`src/hw/mifd_pkg.sv`:
```
// package for the instruction field decoder: field positions, opcodes, types
// assumes a 14-bit instruction word fetched by the surrounding core
package mifd_pkg;
  localparam int INSN_W      = 14;
  localparam int FILE_W      = 7;
  localparam int BITN_W      = 3;
  localparam int LIT8_W      = 8;
  localparam int LIT11_W     = 11;
  localparam int DEST_POS    = 7;
  localparam int FILE_LSB    = 0;
  localparam int BITN_LSB    = 7;
  localparam int LIT_LSB     = 0;
  localparam int CAT_LSB     = 12;
  localparam int BOP_LSB     = 10;
  localparam int OP4_LSB     = 8;
  localparam int PHASES      = 4;
  localparam logic [1:0] CAT_BYTE = 2'h0;
  localparam logic [1:0] CAT_BIT  = 2'h1;
  localparam logic [1:0] CAT_JUMP = 2'h2;
  localparam logic [1:0] CAT_LIT  = 2'h3;
  localparam logic [3:0] OP_DECFSZ = 4'hb;
  localparam logic [3:0] OP_INCFSZ = 4'hf;
  localparam logic [1:0] BOP_TSTC  = 2'h2;
  localparam logic [1:0] BOP_TSTS  = 2'h3;
  localparam logic [13:0] INSN_RET    = 14'h0008;
  localparam logic [13:0] INSN_RETFIE = 14'h0009;
  localparam logic [3:0] OP_RETLW_HI  = 4'h4;
  localparam logic [1:0] RETLW_MASK   = 2'h3;
  localparam logic [13:0] INSN_NO_OPERATION = 14'h0000;

  typedef enum logic [1:0] {
    MIFD_CLASS_BYTE = 2'b00,
    MIFD_CLASS_BIT  = 2'b01,
    MIFD_CLASS_LIT  = 2'b10
  } mifd_class_t;

  typedef struct packed {
    mifd_class_t        cls;
    logic               dest_file;
    logic [FILE_W-1:0]  file_addr;
    logic [BITN_W-1:0]  bit_num;
    logic [LIT8_W-1:0]  lit8;
    logic [LIT11_W-1:0] lit11;
    logic               is_skip;
    logic               is_branch;
  } mifd_fields_t;
endpackage

```
`src/hw/mifd_decoder.sv`:
```
// instruction field decoder with four-phase instruction cycle sequencer
// assumes the core presents a new word when insn_take_o pulses and reports
// the outcome of a conditional test by the last phase of the cycle
//
// Operation
// - accept one 14-bit word: opcode plus operands
// - dest bit 0 to accumulator, 1 to file
// - file address is seven bits, 0x00-0x7f
// - bit number picks one of eight bits
// - literal is eight bits, eleven for jumps
// - don't-care bits never change decoded operation
// - classify byte, bit, or literal/control
// - normal instructions finish in one cycle
// - taken skip or branch adds no-operation cycle
// - instruction cycle is four oscillator periods
`timescale 1ns/1ps
module mifd_decoder #(
  parameter int PHASE_CNT = mifd_pkg::PHASES
) (
  input  wire logic                        clk_i,
  input  wire logic                        rstn_i,
  input  wire logic [mifd_pkg::INSN_W-1:0] insn_i,
  input  wire logic                        test_true_i,
  output mifd_pkg::mifd_fields_t           fields_o,
  output logic      [1:0]                  phase_o,
  output logic                             insn_take_o,
  output logic                             exec_o,
  output logic                             flush_o
);
  import mifd_pkg::*;

  // elaboration check: the two-bit phase counter and its wrap serve exactly four phases
  if (PHASE_CNT != 4) begin : g_bad_phase_cnt
    $error("phase counter serves four phases only");
  end

  typedef enum logic [0:0] {
    MIFD_ST_EXEC  = 1'b0,
    MIFD_ST_FLUSH = 1'b1
  } mifd_state_t;

  // field extraction; positions fixed, so don't-care bits never reach a decision
  wire logic [1:0]         cat     = insn_i[CAT_LSB +: 2];
  wire logic [3:0]         op4     = insn_i[OP4_LSB +: 4];
  wire logic [1:0]         bop     = insn_i[BOP_LSB +: 2];
  wire logic               dest_w  = insn_i[DEST_POS];
  wire logic [FILE_W-1:0]  faddr   = insn_i[FILE_LSB +: FILE_W];
  wire logic [BITN_W-1:0]  bitn    = insn_i[BITN_LSB +: BITN_W];
  wire logic [LIT8_W-1:0]  lit8    = insn_i[LIT_LSB +: LIT8_W];
  wire logic [LIT11_W-1:0] lit11   = insn_i[LIT_LSB +: LIT11_W];

  // skip candidates: conditional tests that may drop the next word
  wire logic is_skip_byte = (cat == CAT_BYTE) && ((op4 == OP_DECFSZ) || (op4 == OP_INCFSZ));
  wire logic is_skip_bit  = (cat == CAT_BIT) && ((bop == BOP_TSTC) || (bop == BOP_TSTS));
  // program counter writers: jumps, returns; retlw ignores its low op bits
  wire logic is_retlw  = (cat == CAT_LIT) && ((op4 & ~{2'h0, RETLW_MASK}) == OP_RETLW_HI);
  wire logic is_branch = (cat == CAT_JUMP) || (insn_i == INSN_RET)
                         || (insn_i == INSN_RETFIE) || is_retlw;
  wire mifd_class_t cls_d = (cat == CAT_BYTE) ? MIFD_CLASS_BYTE
                          : (cat == CAT_BIT)  ? MIFD_CLASS_BIT
                          : MIFD_CLASS_LIT;

  mifd_state_t  state_reg, state_next;
  logic [1:0]   phase_reg;
  mifd_fields_t fields_reg, fields_next;

  wire logic last_phase = (phase_reg == 2'(PHASE_CNT - 1));
  wire logic first_phase = (phase_reg == 2'h0);
  // a skip only costs a cycle when its test came out true
  wire logic extra_cycle = fields_reg.is_branch || (fields_reg.is_skip && test_true_i);

  // next state: the extra cycle is only decided on the last phase, once the test is known
  always_comb begin
    state_next = state_reg;
    unique case (state_reg)
      MIFD_ST_EXEC: begin
        if (last_phase && extra_cycle) begin
          state_next = MIFD_ST_FLUSH;
        end else if (last_phase) begin
          state_next = MIFD_ST_EXEC;
        end
      end
      MIFD_ST_FLUSH: begin
        if (last_phase) begin
          state_next = MIFD_ST_EXEC;
        end
      end
    endcase
  end

  // capture decoded fields at the start of each execute cycle
  always_comb begin
    fields_next = fields_reg;
    if (first_phase && state_reg == MIFD_ST_EXEC) begin
      fields_next.cls       = cls_d;
      fields_next.dest_file = (cat == CAT_BYTE) ? dest_w : 1'b0;
      fields_next.file_addr = faddr;
      fields_next.bit_num   = bitn;
      fields_next.lit8      = lit8;
      fields_next.lit11     = lit11;
      fields_next.is_skip   = is_skip_byte || is_skip_bit;
      fields_next.is_branch = is_branch;
    end else if (first_phase) begin
      fields_next           = '0; // flush cycle carries a no-operation
      fields_next.cls       = MIFD_CLASS_BYTE;
    end
  end

  // four oscillator periods per instruction cycle
  always_ff @(posedge clk_i) begin
    if (!rstn_i) begin
      phase_reg <= 2'h0;
    end else begin
      phase_reg <= last_phase ? 2'h0 : phase_reg + 2'h1;
    end
  end

  always_ff @(posedge clk_i) begin
    if (!rstn_i) begin
      state_reg  <= MIFD_ST_EXEC;
      fields_reg <= '0;
    end else begin
      state_reg  <= state_next;
      fields_reg <= fields_next;
    end
  end

  assign insn_take_o = first_phase && (state_reg == MIFD_ST_EXEC);
  assign exec_o      = (state_reg == MIFD_ST_EXEC);
  assign flush_o     = (state_reg == MIFD_ST_FLUSH);
  assign phase_o     = phase_reg;
  assign fields_o    = fields_reg;

  // assertions
  property p_phase_wrap;
    @(posedge clk_i) disable iff (!rstn_i)
      (phase_reg == 2'h3) |=> (phase_reg == 2'h0) ##3 (phase_reg == 2'h3);
  endproperty
  a_phase_wrap: assert property (p_phase_wrap) else $error("cycle not four phases");

  property p_flush_len;
    @(posedge clk_i) disable iff (!rstn_i)
      $rose(flush_o) |-> flush_o [*4] ##1 !flush_o;
  endproperty
  a_flush_len: assert property (p_flush_len) else $error("flush not one cycle");

  property p_branch_flush;
    @(posedge clk_i) disable iff (!rstn_i)
      (exec_o && last_phase && fields_reg.is_branch) |=> flush_o;
  endproperty
  a_branch_flush: assert property (p_branch_flush) else $error("branch lacked flush");

  property p_single;
    @(posedge clk_i) disable iff (!rstn_i)
      (exec_o && last_phase && !fields_reg.is_branch && !(fields_reg.is_skip && test_true_i))
      |=> insn_take_o;
  endproperty
  a_single: assert property (p_single) else $error("plain insn took two cycles");

  property p_dest;
    @(posedge clk_i) disable iff (!rstn_i)
      (insn_take_o && cat == CAT_BYTE) |=> (fields_o.dest_file == $past(insn_i[DEST_POS]));
  endproperty
  a_dest: assert property (p_dest) else $error("destination select wrong");

  property p_faddr;
    @(posedge clk_i) disable iff (!rstn_i)
      insn_take_o |=> (fields_o.file_addr == $past(insn_i[6:0]));
  endproperty
  a_faddr: assert property (p_faddr) else $error("file address wrong");

  property p_bitn;
    @(posedge clk_i) disable iff (!rstn_i)
      insn_take_o |=> (fields_o.bit_num == $past(insn_i[9:7]));
  endproperty
  a_bitn: assert property (p_bitn) else $error("bit number wrong");

  property p_lit;
    @(posedge clk_i) disable iff (!rstn_i)
      insn_take_o |=> (fields_o.lit8 == $past(insn_i[7:0]))
                      && (fields_o.lit11 == $past(insn_i[10:0]));
  endproperty
  a_lit: assert property (p_lit) else $error("literal wrong");

  property p_class;
    @(posedge clk_i) disable iff (!rstn_i)
      (insn_take_o && insn_i[13:12] == 2'h1) |=> (fields_o.cls == MIFD_CLASS_BIT);
  endproperty
  a_class: assert property (p_class) else $error("category wrong");

  property p_flush_nop;
    @(posedge clk_i) disable iff (!rstn_i)
      (flush_o && phase_reg == 2'h1) |-> (!fields_o.is_branch && !fields_o.is_skip);
  endproperty
  a_flush_nop: assert property (p_flush_nop) else $error("flush not a no-operation");

  // classification follows the category bits alone
  property p_class_byte;
    @(posedge clk_i) disable iff (!rstn_i)
      (insn_take_o && insn_i[13:12] == 2'h0) |=> (fields_o.cls == MIFD_CLASS_BYTE);
  endproperty
  a_class_byte: assert property (p_class_byte) else $error("byte category wrong");

  property p_class_lit;
    @(posedge clk_i) disable iff (!rstn_i)
      (insn_take_o && insn_i[13]) |=> (fields_o.cls == MIFD_CLASS_LIT);
  endproperty
  a_class_lit: assert property (p_class_lit) else $error("literal category wrong");

  // only byte operations may steer a result back into the file
  property p_dest_other;
    @(posedge clk_i) disable iff (!rstn_i)
      (insn_take_o && insn_i[13:12] != 2'h0) |=> !fields_o.dest_file;
  endproperty
  a_dest_other: assert property (p_dest_other) else $error("destination set off byte op");

  // skip candidates must be flagged so the test outcome can cost a cycle
  property p_skip_byte;
    @(posedge clk_i) disable iff (!rstn_i)
      (insn_take_o && insn_i[13:12] == 2'h0 && (insn_i[11:8] == 4'hb || insn_i[11:8] == 4'hf))
      |=> fields_o.is_skip;
  endproperty
  a_skip_byte: assert property (p_skip_byte) else $error("byte skip not flagged");

  property p_skip_bit;
    @(posedge clk_i) disable iff (!rstn_i)
      (insn_take_o && insn_i[13:12] == 2'h1) |=> (fields_o.is_skip == $past(insn_i[11]));
  endproperty
  a_skip_bit: assert property (p_skip_bit) else $error("bit skip flag wrong");

  // program counter writers
  property p_jump_branch;
    @(posedge clk_i) disable iff (!rstn_i)
      (insn_take_o && insn_i[13:12] == 2'h2) |=> fields_o.is_branch;
  endproperty
  a_jump_branch: assert property (p_jump_branch) else $error("jump not flagged");

  property p_return_branch;
    @(posedge clk_i) disable iff (!rstn_i)
      (insn_take_o && (insn_i == 14'h0008 || insn_i == 14'h0009)) |=> fields_o.is_branch;
  endproperty
  a_return_branch: assert property (p_return_branch) else $error("return not flagged");

  // don't-care bits in the literal group must not move the decision either way
  property p_retlw_dc;
    @(posedge clk_i) disable iff (!rstn_i)
      (insn_take_o && insn_i[13:10] == 4'hd) |=> fields_o.is_branch;
  endproperty
  a_retlw_dc: assert property (p_retlw_dc) else $error("literal return depends on x bits");

  property p_movlw_dc;
    @(posedge clk_i) disable iff (!rstn_i)
      (insn_take_o && insn_i[13:10] == 4'hc) |=> (!fields_o.is_branch && !fields_o.is_skip);
  endproperty
  a_movlw_dc: assert property (p_movlw_dc) else $error("literal move depends on x bits");

  property p_addlw_dc;
    @(posedge clk_i) disable iff (!rstn_i)
      (insn_take_o && insn_i[13:9] == 5'h1f)
      |=> (fields_o.cls == MIFD_CLASS_LIT && !fields_o.is_branch);
  endproperty
  a_addlw_dc: assert property (p_addlw_dc) else $error("literal add depends on x bits");

  // cycle accounting
  property p_skip_taken;
    @(posedge clk_i) disable iff (!rstn_i)
      (exec_o && last_phase && fields_reg.is_skip && test_true_i) |=> flush_o;
  endproperty
  a_skip_taken: assert property (p_skip_taken) else $error("taken skip lacked flush");

  property p_extra_sample;
    @(posedge clk_i) disable iff (!rstn_i)
      (exec_o && last_phase && fields_reg.is_skip && !fields_reg.is_branch && !test_true_i)
      |=> insn_take_o;
  endproperty
  a_extra_sample: assert property (p_extra_sample) else $error("untaken skip cost a cycle");

  property p_flush_return;
    @(posedge clk_i) disable iff (!rstn_i)
      (flush_o && last_phase) |=> insn_take_o;
  endproperty
  a_flush_return: assert property (p_flush_return) else $error("no take after flush");

  property p_flush_phase;
    @(posedge clk_i) disable iff (!rstn_i)
      $rose(flush_o) |-> (phase_reg == 2'h0);
  endproperty
  a_flush_phase: assert property (p_flush_phase) else $error("flush off cycle boundary");

  // phase sequencing and field hold; words outside the take edge never land
  property p_take_gap;
    @(posedge clk_i) disable iff (!rstn_i)
      insn_take_o |=> (!insn_take_o) [*3];
  endproperty
  a_take_gap: assert property (p_take_gap) else $error("take inside a cycle");

  property p_phase_step;
    @(posedge clk_i) disable iff (!rstn_i)
      (phase_reg != 2'h3) |=> (phase_reg == $past(phase_reg) + 2'h1);
  endproperty
  a_phase_step: assert property (p_phase_step) else $error("phase skipped");

  property p_hold;
    @(posedge clk_i) disable iff (!rstn_i)
      (!first_phase) |=> $stable(fields_o);
  endproperty
  a_hold: assert property (p_hold) else $error("fields changed mid cycle");

  // reset is checked without the disable so the restart state itself is covered
  property p_reset_state;
    @(posedge clk_i)
      !rstn_i |=> (phase_o == 2'h0 && exec_o && fields_o == '0);
  endproperty
  a_reset_state: assert property (p_reset_state) else $error("reset state wrong");
endmodule

```
`config.mk`:
```
export PLATFORM = sky130hd
export DESIGN_NAME = mifd_decoder
export DESIGN_NICKNAME = d
export VERILOG_FILES = /design/src/hw/mifd_pkg.sv /design/src/hw/mifd_decoder.sv
export SDC_FILE = /design/constraint.sdc
export NUM_CORES = 1
export LEC_CHECK = 0
export ABC_AREA = 1
export BUFFER_PORTS_ARGS = -buffer_cell sky130_fd_sc_hd__buf_2
export CAP_MARGIN = 20
export CELL_PAD_IN_SITES_DETAIL_PLACEMENT = 1
export CELL_PAD_IN_SITES_GLOBAL_PLACEMENT = 1
export CORE_UTILIZATION = 30
export CTS_CLUSTER_SIZE = 40
export DETAILED_ROUTE_END_ITERATION = 6
export GPL_ROUTABILITY_DRIVEN = 0
export GPL_TIMING_DRIVEN = 1
export PLACE_DENSITY_LB_ADDON = 0.25
export SYNTH_ARGS = -nofsm -noshare
export SYNTH_HDL_FRONTEND = slang
export SYNTH_SLANG_ARGS = --single-unit
export TNS_END_PERCENT = 30
```
`constraint.sdc`:
```
create_clock -name clk_i -period 1.55 [get_ports clk_i]
set_input_delay 0.31 -clock clk_i [delete_from_list [all_inputs] [get_ports clk_i]]
set_output_delay 0.31 -clock clk_i [all_outputs]
set_load 0.01 [all_outputs]
```
==> report_table.html, run 1 <==
<table>
<tr><th>Metric</th><th>Value</th></tr>
<tr><th colspan="2">Run status</th></tr>
<tr><td>Result of the run</td><td>completed</td></tr>
<tr><th colspan="2">GRT</th></tr>
<tr><td>Total global routing overflow</td><td>0</td></tr>
<tr><td>Number of global-route vias before repair</td><td>850</td></tr>
<tr><td>Number of antenna violations at the first check in global routing</td><td>0</td></tr>
<tr><td>Global-route wire length before repair</td><td>3.73 mm</td></tr>
<tr><td>Pin count of the biggest net entering global routing</td><td>17</td></tr>
<tr><td>Global-route total usage across every layer</td><td>14.3%</td></tr>
<tr><th colspan="2">Synthesis</th></tr>
<tr><td>Yosys reg bits</td><td>19</td></tr>
<tr><td>Ranking of synthesized cells by area</td><td>sky130_fd_sc_hd__dfxtp_1, sky130_fd_sc_hd__buf_4, sky130_fd_sc_hd__nand2_1, sky130_fd_sc_hd__inv_1, sky130_fd_sc_hd__nand2_2</td></tr>
<tr><td>Adder-Cell Fraction of Synth Area</td><td>3.68%</td></tr>
<tr><td>Synth Area in Simple Gates</td><td>between 20 and 25%</td></tr>
<tr><td>Xor-xnor portion of the synthesized cell area</td><td>0%</td></tr>
<tr><td>Yosys top cell area share</td><td>37.3%</td></tr>
<tr><td>Synth top cells by count</td><td>sky130_fd_sc_hd__nand2_1, sky130_fd_sc_hd__dfxtp_1, sky130_fd_sc_hd__buf_4</td></tr>
<tr><td>Leading area contributor after synthesis</td><td>sky130_fd_sc_hd__dfxtp_1</td></tr>
<tr><td>Gate Count Post-Synth</td><td>approximately 130</td></tr>
<tr><td>Ys async rst share</td><td>0%</td></tr>
<tr><td>Area fraction in compound gates after synthesis</td><td>11.9%</td></tr>
<tr><td>Post-Synthesis Cell Area</td><td>just over 1000 um^2</td></tr>
<tr><td>Count of distinct cell types in the synthesized netlist</td><td>20</td></tr>
<tr><td>Syn Nets</td><td>151</td></tr>
<tr><td>Total number of yosys warnings</td><td>0</td></tr>
<tr><td>Register area share after synthesis</td><td>37.3%</td></tr>
<tr><td>Mapped Avg Cell Area</td><td>7.79 um^2</td></tr>
<tr><td>Prevailing post-synth register cell</td><td>sky130_fd_sc_hd__dfxtp_1</td></tr>
<tr><td>Post-synth EDFFs</td><td>0</td></tr>
<tr><td>Leading cell type by number of instances after synthesis</td><td>sky130_fd_sc_hd__nand2_1</td></tr>
<tr><td>Largest family of logic cells by synthesized area</td><td>simple AND/OR/NAND/NOR gates</td></tr>
<tr><td>Multiplexer share of the synthesized area</td><td>0%</td></tr>
<tr><th colspan="2">Clock network</th></tr>
<tr><td>Number of buffers inserted for hold repair after clock tree synthesis</td><td>0</td></tr>
<tr><td>Largest buffer count on any clock path</td><td>2</td></tr>
<tr><td>Clock Latency Late Sink</td><td>310 ps</td></tr>
<tr><td>CTS tree</td><td>built</td></tr>
<tr><td>Cell at the root of the clock tree</td><td>sky130_fd_sc_hd__clkbuf_4</td></tr>
<tr><td>H-tree levels</td><td>1</td></tr>
<tr><td>Clk pin slew, worst setup/hold paths</td><td>approximately 120 ps</td></tr>
<tr><td>Number of buffers created by CTS</td><td>3</td></tr>
<tr><td>CTS Sinks</td><td>19</td></tr>
<tr><th colspan="2">Setup path</th></tr>
<tr><td>Critical path buffers and inverters</td><td>3</td></tr>
<tr><td>Worst-path cell with the longest stage delay</td><td>sky130_fd_sc_hd__dfxtp_2</td></tr>
<tr><td>Startpoint type of the worst setup path</td><td>register</td></tr>
<tr><td>Path type of the worst setup path</td><td>reg -&gt; out</td></tr>
<tr><td>Most prevalent standard cell on the critical path</td><td>sky130_fd_sc_hd__inv_1</td></tr>
<tr><td>Slowest cell delay on critical path</td><td>350 ps</td></tr>
<tr><td>Critical Path, Cell by Cell</td><td>inv_1, ha_2, nand2_4, inv_1, buf_2</td></tr>
<tr><td>Worst R2R Start</td><td>phase_o[1]</td></tr>
<tr><td>Worst Path Arrival</td><td>1170 ps</td></tr>
<tr><td>Critical Path RT</td><td>1240 ps</td></tr>
<tr><td>Timing startpoint of the critical path</td><td>phase_o[1]</td></tr>
<tr><td>Kind of cell adding the most delay to the critical path</td><td>flip-flops</td></tr>
<tr><td>Maximum fanout along the worst path</td><td>3</td></tr>
<tr><td>CP endpoint kind</td><td>primary output</td></tr>
<tr><th colspan="2">Pwr</th></tr>
<tr><td>VDD IR-drop max</td><td>roughly 0.00041 V</td></tr>
<tr><td>Switching power</td><td>0.000432 W</td></tr>
<tr><td>Switching power as a share of total power</td><td>35.5%</td></tr>
<tr><td>Proportion of power drawn by flip-flops and latches</td><td>46.0%</td></tr>
<tr><td>Leakage power total</td><td>0.676 nW</td></tr>
<tr><td>Internal power consumption</td><td>0.000785 W</td></tr>
<tr><td>Power Density</td><td>974 nW/um^2</td></tr>
<tr><td>Combinational fraction of design power</td><td>31.9%</td></tr>
<tr><td>Fraction of power consumed by the clock network</td><td>around 22%</td></tr>
<tr><th colspan="2">STA</th></tr>
<tr><td>Final WS setup</td><td>between 60 and 70 ps</td></tr>
<tr><td>Transition time at the pin with the least slew margin</td><td>between 200 and 250 ps</td></tr>
<tr><td>Setup repair after global routing missed its margin</td><td>no</td></tr>
<tr><td>Headroom to the max-slew limit</td><td>85.9%</td></tr>
<tr><td>Share of the clock period used by the worst path</td><td>95.6%</td></tr>
<tr><td>Final count of negative-setup-slack endpoints</td><td>0</td></tr>
<tr><td>Min cycle time layout</td><td>around 1500 ps</td></tr>
<tr><td>Maximum frequency from static timing analysis</td><td>675 MHz</td></tr>
<tr><td>Final Max Tran Viols</td><td>0</td></tr>
<tr><td>Final sum of negative setup slack</td><td>0 ps</td></tr>
<tr><td>Maximum clock skew at final layout</td><td>2.44 ps</td></tr>
<tr><td>Final Hold Viols</td><td>0</td></tr>
<tr><th colspan="2">Floorplan</th></tr>
<tr><td>I/O pin cnt</td><td>56</td></tr>
<tr><td>FP Rows</td><td>20</td></tr>
<tr><td>Overall die width</td><td>60.3 um</td></tr>
<tr><td>Die outline area</td><td>between 3000 and 4000 um^2</td></tr>
<tr><td>Std-Cell Core Area</td><td>3130 um^2</td></tr>
<tr><td>Vert. Die Dim</td><td>60.3 um</td></tr>
<tr><td>Initial cell density of the core</td><td>between 30% and 40%</td></tr>
<tr><th colspan="2">Finish</th></tr>
<tr><td>Fill count</td><td>421</td></tr>
<tr><td>Layout cells sized above 1</td><td>49.7%</td></tr>
<tr><td>Number of inserted diodes</td><td>0</td></tr>
<tr><td>Post-layout net count</td><td>~190</td></tr>
<tr><td>Signed area change from the synthesized netlist to the final layout</td><td>22.3%</td></tr>
<tr><th colspan="2">Hold path</th></tr>
<tr><td>Worst min-delay path class</td><td>in -&gt; reg</td></tr>
<tr><td>Startpoint of the tightest hold check path</td><td>insn_i[0]</td></tr>
<tr><th colspan="2">Placed design</th></tr>
<tr><td>Number of buffers inserted by port buffering</td><td>between 50 and 60</td></tr>
<tr><td>Post-Place Worst Slack</td><td>243 ps</td></tr>
<tr><td>HPWL after DPL</td><td>1.90 mm</td></tr>
<tr><th colspan="2">Routing</th></tr>
<tr><td>Via/cell ratio</td><td>4.19</td></tr>
<tr><td>Antenna Nets Post-Route</td><td>0</td></tr>
<tr><td>Initial DRC Count</td><td>11</td></tr>
<tr><td>TritonRoute pass-1 iters</td><td>4</td></tr>
<tr><td>Wire per inst</td><td>roughly 11 um</td></tr>
<tr><td>Via count of the routed design</td><td>909</td></tr>
<tr><td>Total Routed Length</td><td>about 2.5 mm</td></tr>
<tr><td># DRC</td><td>0</td></tr>
<tr><th colspan="2">Flow run</th></tr>
<tr><td>Max cap viols</td><td>0</td></tr>
</table>
[kinds of logic after synthesis]
group	after synthesis
adders and majority gates	3
AOI/OAI and AO/OA	19
buffers and inverters	39
DFF	19
and+or+nand+nor	51
[area by class of cell]
class | instances | area [um^2] | share of cell area, %
multi-input cells | 73 | 410 | 32.9
flip-flops and latches | 19 | 383 | 30.7
repair buffers | 59 | 305 | 24.4
inverters | 18 | 67.6 | 5.41
well taps | 44 | 55.1 | 4.41
clock buffers | 3 | 22.5 | 1.80
clock inverters | 1 | 5.00 | 0.401
[state kept, by name, summed over array words and instances (netlist names)]
name      flops
phase_o       2
fields_o     16
flush_o       1
[worst paths after layout]
check	end	depth (start not counted)	slack [ps]
hold reg to reg	fields_o[12]	2	480
setup / recovery	insn_take_o	5	70
setup reg to reg	fields_o[26]	7	250
hold / removal	fields_o[24]	3	230
[worst reg2reg max path: cells and delay by family (launching register included)]
family	cells	cell delay [ps]
flops	1	350
simple gates	3	310
buf+inv	2	280
compound gates	1	110
fa+ha+maj	1	190
[metal layers]
layer	wire length, um	GRT usage, %	share of wire [%]	up-vias
met2	1260	26.2	51	29
li1	-	-	-	467
met4	38	6.98	1.5	0
met3	142	3.20	5.7	5
met1	1040	15.2	42	408
met5	0	0	0	-
[per-stage QoR]
step	hold slack (ps)	utilization [%]	area (um^2)	power (W)	cells
after floorplan	446	-	1020	0.000875	131
after global placement	439	38.6	1210	0.000948	212
after detailed placement	464	38.6	1210	0.000958	212
after CTS	224	39.8	1250	0.00123	217
after global routing	227	39.9	1250	0.00128	217
final	230	39.9	1250	0.00122	217
[cells in the final DEF, fill, tap and decap left out, drive strengths merged]
| cell type | Yosys | final |
|---|---|---|
| buf | 21 | 59 |
| o21ai | 1 | 1 |
| a22oi | 1 | 1 |
| inv | 18 | 18 |
| a21oi | 16 | 16 |
| ha | 3 | 3 |
| clkinv | 0 | 1 |
| o22ai | 1 | 1 |
| or2 | 1 | 1 |
| nor2 | 8 | 8 |
| dfxtp | 19 | 19 |
| nand3 | 3 | 3 |
| clkbuf | 0 | 3 |
| nand4 | 2 | 2 |
| nand2 | 37 | 37 |
[what timing repair did]
| item | 4_1_cts | 5_1_grt |
|---|---|---|
| gates cloned | 0 | 0 |
| gates resized for setup | 2 | 1 |
| setup endpoints to repair | 1 | 1 |
| endpoints found under the hold margin | 0 | 0 |
| setup buffers | 1 | 0 |
[power by group through the flow]
stage | Clock (W) | Sequential [W] | Combinational (W)
floorplan | 0 | 0.000591 | 0.000284
global placement | 0 | 0.000568 | 0.000380
detailed placement | 0 | 0.000571 | 0.000387
CTS | 0.000275 | 0.000560 | 0.000394
global route | 0.000287 | 0.000566 | 0.000430
finish | 0.000269 | 0.000559 | 0.000388
No activity file was read; power rests on OpenSTA's default activity.
==> inputs of run 2 (changes only) <==
BUFFER_PORTS_ARGS = -buffer_cell sky130_fd_sc_hd__buf_4   (was -buffer_cell sky130_fd_sc_hd__buf_2)
CORE_ASPECT_RATIO = 1.25   (was unset)
==> report_table.html, run 2 (synthesized netlist as in run 1, its figures left out) <==
<table>
<tr><th>Metric</th><th>Value</th></tr>
<tr><th colspan="2">Run status</th></tr>
<tr><td>Result of the run</td><td>completed</td></tr>
<tr><th colspan="2">GRT</th></tr>
<tr><td>Number of antenna violations at the first check in global routing</td><td>0 (unchanged)</td></tr>
<tr><td>Global-route total usage across every layer</td><td>14.9% (+0.67 points)</td></tr>
<tr><td>Total global routing overflow</td><td>0 (unchanged)</td></tr>
<tr><td>Number of global-route vias before repair</td><td>924 (+8.7%)</td></tr>
<tr><td>Global-route wire length before repair</td><td>4.00 mm (+7.2%)</td></tr>
<tr><td>Pin count of the biggest net entering global routing</td><td>18 (+1)</td></tr>
<tr><th colspan="2">Floorplan</th></tr>
<tr><td>Std-Cell Core Area</td><td>3220 um^2 (+3.0%)</td></tr>
<tr><td>I/O pin cnt</td><td>56 (unchanged)</td></tr>
<tr><td>FP Rows</td><td>23 (+15%)</td></tr>
<tr><td>Vert. Die Dim</td><td>67.2 um (+11%)</td></tr>
<tr><td>Initial cell density of the core</td><td>31.7% (-0.96 points)</td></tr>
<tr><td>Die outline area</td><td>3640 um^2 (about the same)</td></tr>
<tr><td>Overall die width</td><td>54.2 um (-10%)</td></tr>
<tr><th colspan="2">STA</th></tr>
<tr><td>Final count of negative-setup-slack endpoints</td><td>0 (unchanged)</td></tr>
<tr><td>Transition time at the pin with the least slew margin</td><td>300 ps (+88.2 ps)</td></tr>
<tr><td>Share of the clock period used by the worst path</td><td>96.8% (+1.2 points)</td></tr>
<tr><td>Maximum clock skew at final layout</td><td>7.66 ps (+5.22 ps)</td></tr>
<tr><td>Final sum of negative setup slack</td><td>0 ps (unchanged)</td></tr>
<tr><td>Maximum frequency from static timing analysis</td><td>666 MHz (-1.2%)</td></tr>
<tr><td>Minimum hold slack</td><td>311 ps (+80.7 ps)</td></tr>
<tr><td>Min cycle time layout</td><td>1500 ps (+18.7 ps)</td></tr>
<tr><td>Final Hold Viols</td><td>0 (unchanged)</td></tr>
<tr><td>Headroom to the max-slew limit</td><td>80.0% (-5.9 points)</td></tr>
<tr><td>Final Max Tran Viols</td><td>0 (unchanged)</td></tr>
<tr><th colspan="2">Placed design</th></tr>
<tr><td>Placed Cells incl. Taps</td><td>204 (-3.8%)</td></tr>
<tr><td>HPWL after DPL</td><td>2.00 mm (+5.5%)</td></tr>
<tr><td>Number of buffers inserted by port buffering</td><td>55 (unchanged)</td></tr>
<tr><th colspan="2">Finish</th></tr>
<tr><td>Layout cells sized above 1</td><td>48.3% (-1.5 points)</td></tr>
<tr><td>Number of inserted diodes</td><td>0 (unchanged)</td></tr>
<tr><td>Post-layout net count</td><td>193 (-0.52%)</td></tr>
<tr><td>Fill count</td><td>418 (-0.71%)</td></tr>
<tr><td>Highest-count cells in the layout ignoring fill and taps</td><td>sky130_fd_sc_hd__buf_4, sky130_fd_sc_hd__nand2_1, sky130_fd_sc_hd__dfxtp_1</td></tr>
<tr><td>Flip-flop count of the largest register after layout</td><td>16 (unchanged)</td></tr>
<tr><td>Non-Filler Instances</td><td>209 (-3.7%)</td></tr>
<tr><td>Most common library cell in the layout ignoring fill and taps</td><td>sky130_fd_sc_hd__buf_4</td></tr>
<tr><td>Signed area change from the synthesized netlist to the final layout</td><td>35.7%</td></tr>
<tr><th colspan="2">Pwr</th></tr>
<tr><td>VDD IR-drop max</td><td>0.000423 V (+2.7%)</td></tr>
<tr><td>Combinational fraction of design power</td><td>32.5% (+0.6 points)</td></tr>
<tr><td>Switching power as a share of total power</td><td>31.7% (-3.8 points)</td></tr>
<tr><td>Fraction of power consumed by the clock network</td><td>25.4% (+3.3 points)</td></tr>
<tr><td>Internal power consumption</td><td>0.000920 W (+17%)</td></tr>
<tr><td>Leakage power total</td><td>0.696 nW (+2.9%)</td></tr>
<tr><td>Power Density</td><td>972 nW/um^2 (-0.23%)</td></tr>
<tr><td>Proportion of power drawn by flip-flops and latches</td><td>42.1% (-3.9 points)</td></tr>
<tr><td>Switching power</td><td>0.000427 W (-1.2%)</td></tr>
<tr><td>Total Power Consumption</td><td>0.00135 W (+11%)</td></tr>
<tr><th colspan="2">Routing</th></tr>
<tr><td>Antenna Nets Post-Route</td><td>0 (unchanged)</td></tr>
<tr><td>Via count of the routed design</td><td>932 (+2.5%)</td></tr>
<tr><td>Initial DRC Count</td><td>14 (+3)</td></tr>
<tr><td>Via/cell ratio</td><td>4.46 (+6.5%)</td></tr>
<tr><td>Total Routed Length</td><td>2.52 mm (+1.5%)</td></tr>
<tr><td># DRC</td><td>0 (unchanged)</td></tr>
<tr><td>Wire per inst</td><td>12.0 um (+5.3%)</td></tr>
<tr><td>TritonRoute pass-1 iters</td><td>3 (-1)</td></tr>
<tr><th colspan="2">Hold path</th></tr>
<tr><td>Worst min-delay path class</td><td>in -&gt; reg</td></tr>
<tr><th colspan="2">Clock network</th></tr>
<tr><td>Clk pin slew, worst setup/hold paths</td><td>70 ps (-50 ps)</td></tr>
<tr><td>Clock Latency Late Sink</td><td>250 ps (-60 ps)</td></tr>
<tr><td>CTS Sinks</td><td>19 (unchanged)</td></tr>
<tr><td>Cell at the root of the clock tree</td><td>sky130_fd_sc_hd__clkbuf_8</td></tr>
<tr><td>H-tree levels</td><td>1 (unchanged)</td></tr>
<tr><td>Number of buffers created by CTS</td><td>3 (unchanged)</td></tr>
<tr><td>Largest buffer count on any clock path</td><td>2 (unchanged)</td></tr>
<tr><td>CTS tree</td><td>built</td></tr>
<tr><th colspan="2">Setup path</th></tr>
<tr><td>Startpoint type of the worst setup path</td><td>register</td></tr>
<tr><td>Maximum fanout along the worst path</td><td>4 (+1)</td></tr>
<tr><td>Path type of the worst setup path</td><td>reg -&gt; out</td></tr>
<tr><td>Critical Path RT</td><td>1240 ps (about the same)</td></tr>
<tr><td>CP endpoint kind</td><td>primary output</td></tr>
<tr><td>Worst Path Arrival</td><td>1190 ps (+20 ps)</td></tr>
<tr><th colspan="2">Flow run</th></tr>
<tr><td>Max cap viols</td><td>0 (unchanged)</td></tr>
</table>
[run 2: worst paths after layout]
path	startpoint	endpoint	slack, ps	cells past startpoint
hold / removal	insn_i[3]	fields_o[27]	310	3
setup / recovery	phase_o[0]	insn_take_o	50	5
setup reg to reg	phase_o[0]	fields_o[0]	150	8
hold reg to reg	phase_o[0]	phase_o[0]	440	1
[run 2: power by group through the flow]
stage	clock, W	sequential (W)	combinational, W
floorplan	0	0.000591	0.000284
global placement	0	0.000573	0.000429
detailed placement	0	0.000577	0.000440
CTS	0.000353	0.000567	0.000442
global route	0.000373	0.000574	0.000483
finish	0.000342	0.000567	0.000437
[run 2: worst max-delay path, stage by stage, from the launching register on]
cell	delay (ps)
sky130_fd_sc_hd__dfxtp_2	360
sky130_fd_sc_hd__inv_1	60
sky130_fd_sc_hd__ha_1	230
sky130_fd_sc_hd__nand2_4	100
sky130_fd_sc_hd__inv_1	50
sky130_fd_sc_hd__buf_4	130
[run 2: layer usage]
metal / track usage (%) / vias up / part of all wire, %
met5: 0 / - / 0
met4: 5.77 / 0 / 0.95
met3: 1.35 / 2 / 6.4
met2: 28.0 / 36 / 52
met1: 16.5 / 429 / 40
li1: - / 465 / -
[run 2: through the flow]
stage | setup WS [ps] | util, % | cell area (um^2)
5_1_grt | -4.20 | 43.0 | 1390
3_3_place_gp | 257 | 41.3 | 1330
6_report | 48.9 | 43.0 | 1390
2_1_floorplan | 282 | - | 1020
4_1_cts | 35.8 | 42.7 | 1380
3_5_place_dp | 142 | 41.3 | 1330
[run 2: what timing repair did]
action | 4_1_cts | 5_1_grt
hold buffers | 0 | 0
pin swaps | 0 | 0
setup endpoints to repair | 1 | 1
gates resized for setup | 1 | 1
buffers inserted | 0 | 1
[run 2: cell type report]
class	count	area, um^2	area share [%]
clock buffers	4	45.0	3.25
multi-input cells	73	408	29.4
repair buffers	58	435	31.4
flip-flops and latches	19	383	27.6
well taps	37	46.3	3.34
inverters	18	67.6	4.88
==> inputs of run 3 (changes only) <==
ABC_AREA = unset   (was 1)
CORE_UTILIZATION = 31   (was 30)
==> report_table.html, run 3 <==
<table>
<tr><th>Metric</th><th>Value</th></tr>
<tr><th colspan="2">Finish</th></tr>
<tr><td>Flip-flop count of the largest register after layout</td><td>16 (unchanged)</td></tr>
<tr><td>Non-Filler Instances</td><td>189 (-9.6%)</td></tr>
<tr><td>Layout cells sized above 1</td><td>44.7% (-3.5 points)</td></tr>
<tr><td>Number of inserted diodes</td><td>0 (unchanged)</td></tr>
<tr><td>Highest-count cells in the layout ignoring fill and taps</td><td>sky130_fd_sc_hd__buf_4, sky130_fd_sc_hd__dfxtp_1, sky130_fd_sc_hd__nand2b_1</td></tr>
<tr><td>Post-layout net count</td><td>173 (-10%)</td></tr>
<tr><td>Signed area change from the synthesized netlist to the final layout</td><td>33.3%</td></tr>
<tr><td>Most common library cell in the layout ignoring fill and taps</td><td>sky130_fd_sc_hd__buf_4</td></tr>
<tr><th colspan="2">Hold path</th></tr>
<tr><td>Hold Path Cell Cnt</td><td>3 (unchanged)</td></tr>
<tr><td>Worst min-delay path class</td><td>in -&gt; reg</td></tr>
<tr><td>Hold path endpoint</td><td>fields_o[28]</td></tr>
<tr><td>Startpoint of the tightest hold check path</td><td>insn_i[4]</td></tr>
<tr><th colspan="2">Setup path</th></tr>
<tr><td>Register-to-register setup slack</td><td>260 ps (+110 ps)</td></tr>
<tr><td>Worst R2R Start</td><td>phase_o[0]</td></tr>
<tr><td>Worst reg2reg endpoint</td><td>fields_o[19]</td></tr>
<tr><td>Cells on worst reg2reg path</td><td>6 (-2)</td></tr>
<tr><td>CP endpoint kind</td><td>primary output</td></tr>
<tr><td>Path type of the worst setup path</td><td>reg -&gt; out</td></tr>
<tr><td>Critical Path RT</td><td>1240 ps (about the same)</td></tr>
<tr><td>Maximum fanout along the worst path</td><td>4 (unchanged)</td></tr>
<tr><td>Startpoint type of the worst setup path</td><td>register</td></tr>
<tr><td>Worst Path Arrival</td><td>1150 ps (-40 ps)</td></tr>
<tr><th colspan="2">Synthesis</th></tr>
<tr><td>Post-Synthesis Cell Area</td><td>1050 um^2 (+3.1%)</td></tr>
<tr><td>Ranking of synthesized cells by area</td><td>sky130_fd_sc_hd__dfxtp_1, sky130_fd_sc_hd__buf_4, sky130_fd_sc_hd__nand2b_1, sky130_fd_sc_hd__nand3_1, sky130_fd_sc_hd__a21boi_1</td></tr>
<tr><td>Total number of yosys warnings</td><td>0 (unchanged)</td></tr>
<tr><td>Yosys top cell area share</td><td>36.1% (-1.1 points)</td></tr>
<tr><td>Prevailing post-synth register cell</td><td>sky130_fd_sc_hd__dfxtp_1</td></tr>
<tr><td>Syn Nets</td><td>134 (-11%)</td></tr>
<tr><td>Count of distinct cell types in the synthesized netlist</td><td>31 (+55%)</td></tr>
<tr><td>Mapped Avg Cell Area</td><td>9.23 um^2 (+18%)</td></tr>
<tr><td>Register area share after synthesis</td><td>36.1% (-1.1 points)</td></tr>
<tr><td>Yosys reg bits</td><td>19 (unchanged)</td></tr>
<tr><td>Leading area contributor after synthesis</td><td>sky130_fd_sc_hd__dfxtp_1</td></tr>
<tr><td>Gate Count Post-Synth</td><td>114 (-13%)</td></tr>
<tr><td>Ys async rst share</td><td>0% (unchanged)</td></tr>
<tr><td>Post-synth EDFFs</td><td>0 (unchanged)</td></tr>
<tr><td>Leading cell type by number of instances after synthesis</td><td>sky130_fd_sc_hd__dfxtp_1</td></tr>
<tr><td>Synth top cells by count</td><td>sky130_fd_sc_hd__dfxtp_1, sky130_fd_sc_hd__buf_4, sky130_fd_sc_hd__nand2b_1</td></tr>
<tr><th colspan="2">Clock network</th></tr>
<tr><td>Clk pin slew, worst setup/hold paths</td><td>70 ps (about the same)</td></tr>
<tr><td>Number of buffers created by CTS</td><td>3 (unchanged)</td></tr>
<tr><td>Clock Latency Late Sink</td><td>260 ps (about the same)</td></tr>
<tr><td>CTS tree</td><td>built</td></tr>
<tr><td>Largest buffer count on any clock path</td><td>2 (unchanged)</td></tr>
<tr><td>H-tree levels</td><td>1 (unchanged)</td></tr>
<tr><td>CTS Sinks</td><td>19 (unchanged)</td></tr>
<tr><td>Cell at the root of the clock tree</td><td>sky130_fd_sc_hd__clkbuf_8</td></tr>
<tr><th colspan="2">Floorplan</th></tr>
<tr><td>Overall die width</td><td>54.1 um (-0.13%)</td></tr>
<tr><td>I/O pin cnt</td><td>56 (unchanged)</td></tr>
<tr><td>FP Rows</td><td>23 (unchanged)</td></tr>
<tr><td>Initial cell density of the core</td><td>32.6% (+0.97 points)</td></tr>
<tr><td>Std-Cell Core Area</td><td>3220 um^2 (unchanged)</td></tr>
<tr><td>Vert. Die Dim</td><td>67.1 um (-0.13%)</td></tr>
<tr><td>Die outline area</td><td>3630 um^2 (-0.26%)</td></tr>
<tr><th colspan="2">GRT</th></tr>
<tr><td>Number of global-route vias before repair</td><td>905 (-2.1%)</td></tr>
<tr><td>Global-route wire length before repair</td><td>4.29 mm (+7.2%)</td></tr>
<tr><td>Number of antenna violations at the first check in global routing</td><td>0 (unchanged)</td></tr>
<tr><td>Pin count of the biggest net entering global routing</td><td>22 (+4)</td></tr>
<tr><td>Total global routing overflow</td><td>0 (unchanged)</td></tr>
<tr><td>Global-route total usage across every layer</td><td>16.5% (+1.6 points)</td></tr>
<tr><th colspan="2">Placed design</th></tr>
<tr><td>Placed Cells incl. Taps</td><td>184 (-9.8%)</td></tr>
<tr><td>Number of buffers inserted by port buffering</td><td>55 (unchanged)</td></tr>
<tr><td>HPWL after DPL</td><td>2.03 mm (+1.3%)</td></tr>
<tr><th colspan="2">Flow run</th></tr>
<tr><td>Max cap viols</td><td>0 (unchanged)</td></tr>
<tr><th colspan="2">STA</th></tr>
<tr><td>Transition time at the pin with the least slew margin</td><td>308 ps (+7.35 ps)</td></tr>
<tr><td>Final sum of negative setup slack</td><td>0 ps (unchanged)</td></tr>
<tr><td>Share of the clock period used by the worst path</td><td>94.1% (-2.7 points)</td></tr>
<tr><td>Maximum frequency from static timing analysis</td><td>685 MHz (+2.9%)</td></tr>
<tr><td>Min cycle time layout</td><td>1460 ps (-41.8 ps)</td></tr>
<tr><td>Maximum clock skew at final layout</td><td>1.70 ps (-5.95 ps)</td></tr>
<tr><td>Setup repair after global routing missed its margin</td><td>no</td></tr>
<tr><td>Headroom to the max-slew limit</td><td>79.2% (-0.78 points)</td></tr>
<tr><td>Final Max Tran Viols</td><td>0 (unchanged)</td></tr>
<tr><td>Final count of negative-setup-slack endpoints</td><td>0 (unchanged)</td></tr>
<tr><td>Final Hold Viols</td><td>0 (unchanged)</td></tr>
<tr><th colspan="2">Routing</th></tr>
<tr><td># DRC</td><td>0 (unchanged)</td></tr>
<tr><td>Wire per inst</td><td>14.1 um (+17%)</td></tr>
<tr><td>Top routing layer in use</td><td>met4</td></tr>
<tr><td>Total Routed Length</td><td>2.67 mm (+6.0%)</td></tr>
<tr><td>Antenna Nets Post-Route</td><td>0 (unchanged)</td></tr>
<tr><td>Initial DRC Count</td><td>22 (+8)</td></tr>
<tr><td>Wire length on met3</td><td>183 um (+14%)</td></tr>
<tr><td>M1 WL</td><td>999 um (-1.6%)</td></tr>
<tr><td>Met2 routed WL</td><td>1.44 mm (+9.2%)</td></tr>
<tr><td>Via count of the routed design</td><td>909 (-2.5%)</td></tr>
<tr><td>TritonRoute pass-1 iters</td><td>4 (+1)</td></tr>
<tr><td>Via/cell ratio</td><td>4.81 (+7.9%)</td></tr>
<tr><th colspan="2">Pwr</th></tr>
<tr><td>Combinational fraction of design power</td><td>32.4% (about the same)</td></tr>
<tr><td>Leakage power total</td><td>0.636 nW (-8.6%)</td></tr>
<tr><td>VDD IR-drop max</td><td>0.000581 V (+37%)</td></tr>
<tr><td>Power Density</td><td>966 nW/um^2 (-0.57%)</td></tr>
<tr><td>Fraction of power consumed by the clock network</td><td>25.8% (+0.4 points)</td></tr>
<tr><td>Proportion of power drawn by flip-flops and latches</td><td>41.8% (-0.3 points)</td></tr>
<tr><td>Switching power</td><td>0.000412 W (-3.3%)</td></tr>
<tr><td>Internal power consumption</td><td>0.000943 W (+2.6%)</td></tr>
<tr><td>Switching power as a share of total power</td><td>30.4% (-1.3 points)</td></tr>
<tr><th colspan="2">Run status</th></tr>
<tr><td>Result of the run</td><td>completed</td></tr>
</table>
==> run 3: layout make-up <==
cell class | instances | area [um^2]
fillers | 410 | 1820
multi-input cells | 67 | 478
repair buffers | 58 | 435
flip-flops and latches | 19 | 382
well taps | 37 | 46.3
clock buffers | 3 | 41.3
inverters | 4 | 15.0
clock inverters | 1 | 5.00
==> run 3: worst max-delay path by stage <==
stage | end | depth (start not counted) | start
finish | insn_take_o | 4 | phase_o[0]
global route | insn_take_o | 4 | phase_o[0]
CTS | insn_take_o | 4 | phase_o[0]
detailed placement | insn_take_o | 4 | phase_o[0]
global placement | insn_take_o | 4 | phase_o[0]
floorplan | fields_o[0] | 6 | phase_o[0]
==> run 3: power by group through the flow <==
stage	clock network (W)	logic (W)	registers [W]
2_1_floorplan	0	0.000276	0.000593
3_3_place_gp	0	0.000425	0.000574
3_5_place_dp	0	0.000435	0.000579
4_1_cts	0.000363	0.000443	0.000567
5_1_grt	0.000387	0.000485	0.000575
6_report	0.000350	0.000439	0.000567
==> run 3: logic make-up after synthesis <==
group	count (synthesis)	share of synthesized area [%]
flops	19	36.1
simple gates	43	26.2
fa+ha+maj	3	3.57
compound gates	21	15.7
buf+inv	28	18.4
==> run 3: per-layer routing <==
metal | vias to the layer above | GRT usage (%)
li1 | 444 | -
met1 | 425 | 17.7
met2 | 35 | 30.7
met3 | 5 | 2.48
met4 | 0 | 7.69
met5 | - | 0
==> run 3: repair_timing <==
item                                    CTS  global route
buffers inserted                          1             0
resized for setup                         0             1
endpoints found under the setup margin    1             1
hold buffers                              0             0
==> run 3: critical path: stages (launching register included) <==
cell and delay [ps]:
sky130_fd_sc_hd__dfxtp_2 350, sky130_fd_sc_hd__inv_1 60, sky130_fd_sc_hd__ha_1 200, sky130_fd_sc_hd__nor2b_4 130, sky130_fd_sc_hd__buf_4 140
==> run 3: per-stage QoR <==
step / setup WS [ps] / cell area [um^2] / util (%) / hold WS (ps) / total power [W]
3_5_place_dp: 136 / 1350 / 41.8 / 462 / 0.00101
5_1_grt: 7.54 / 1400 / 43.5 / 335 / 0.00145
6_report: 90.7 / 1400 / 43.5 / 337 / 0.00136
3_3_place_gp: 177 / 1350 / 41.8 / 456 / 0.00100
2_1_floorplan: 286 / 1050 / - / 473 / 0.000869
4_1_cts: 29.4 / 1400 / 43.5 / 337 / 0.00137
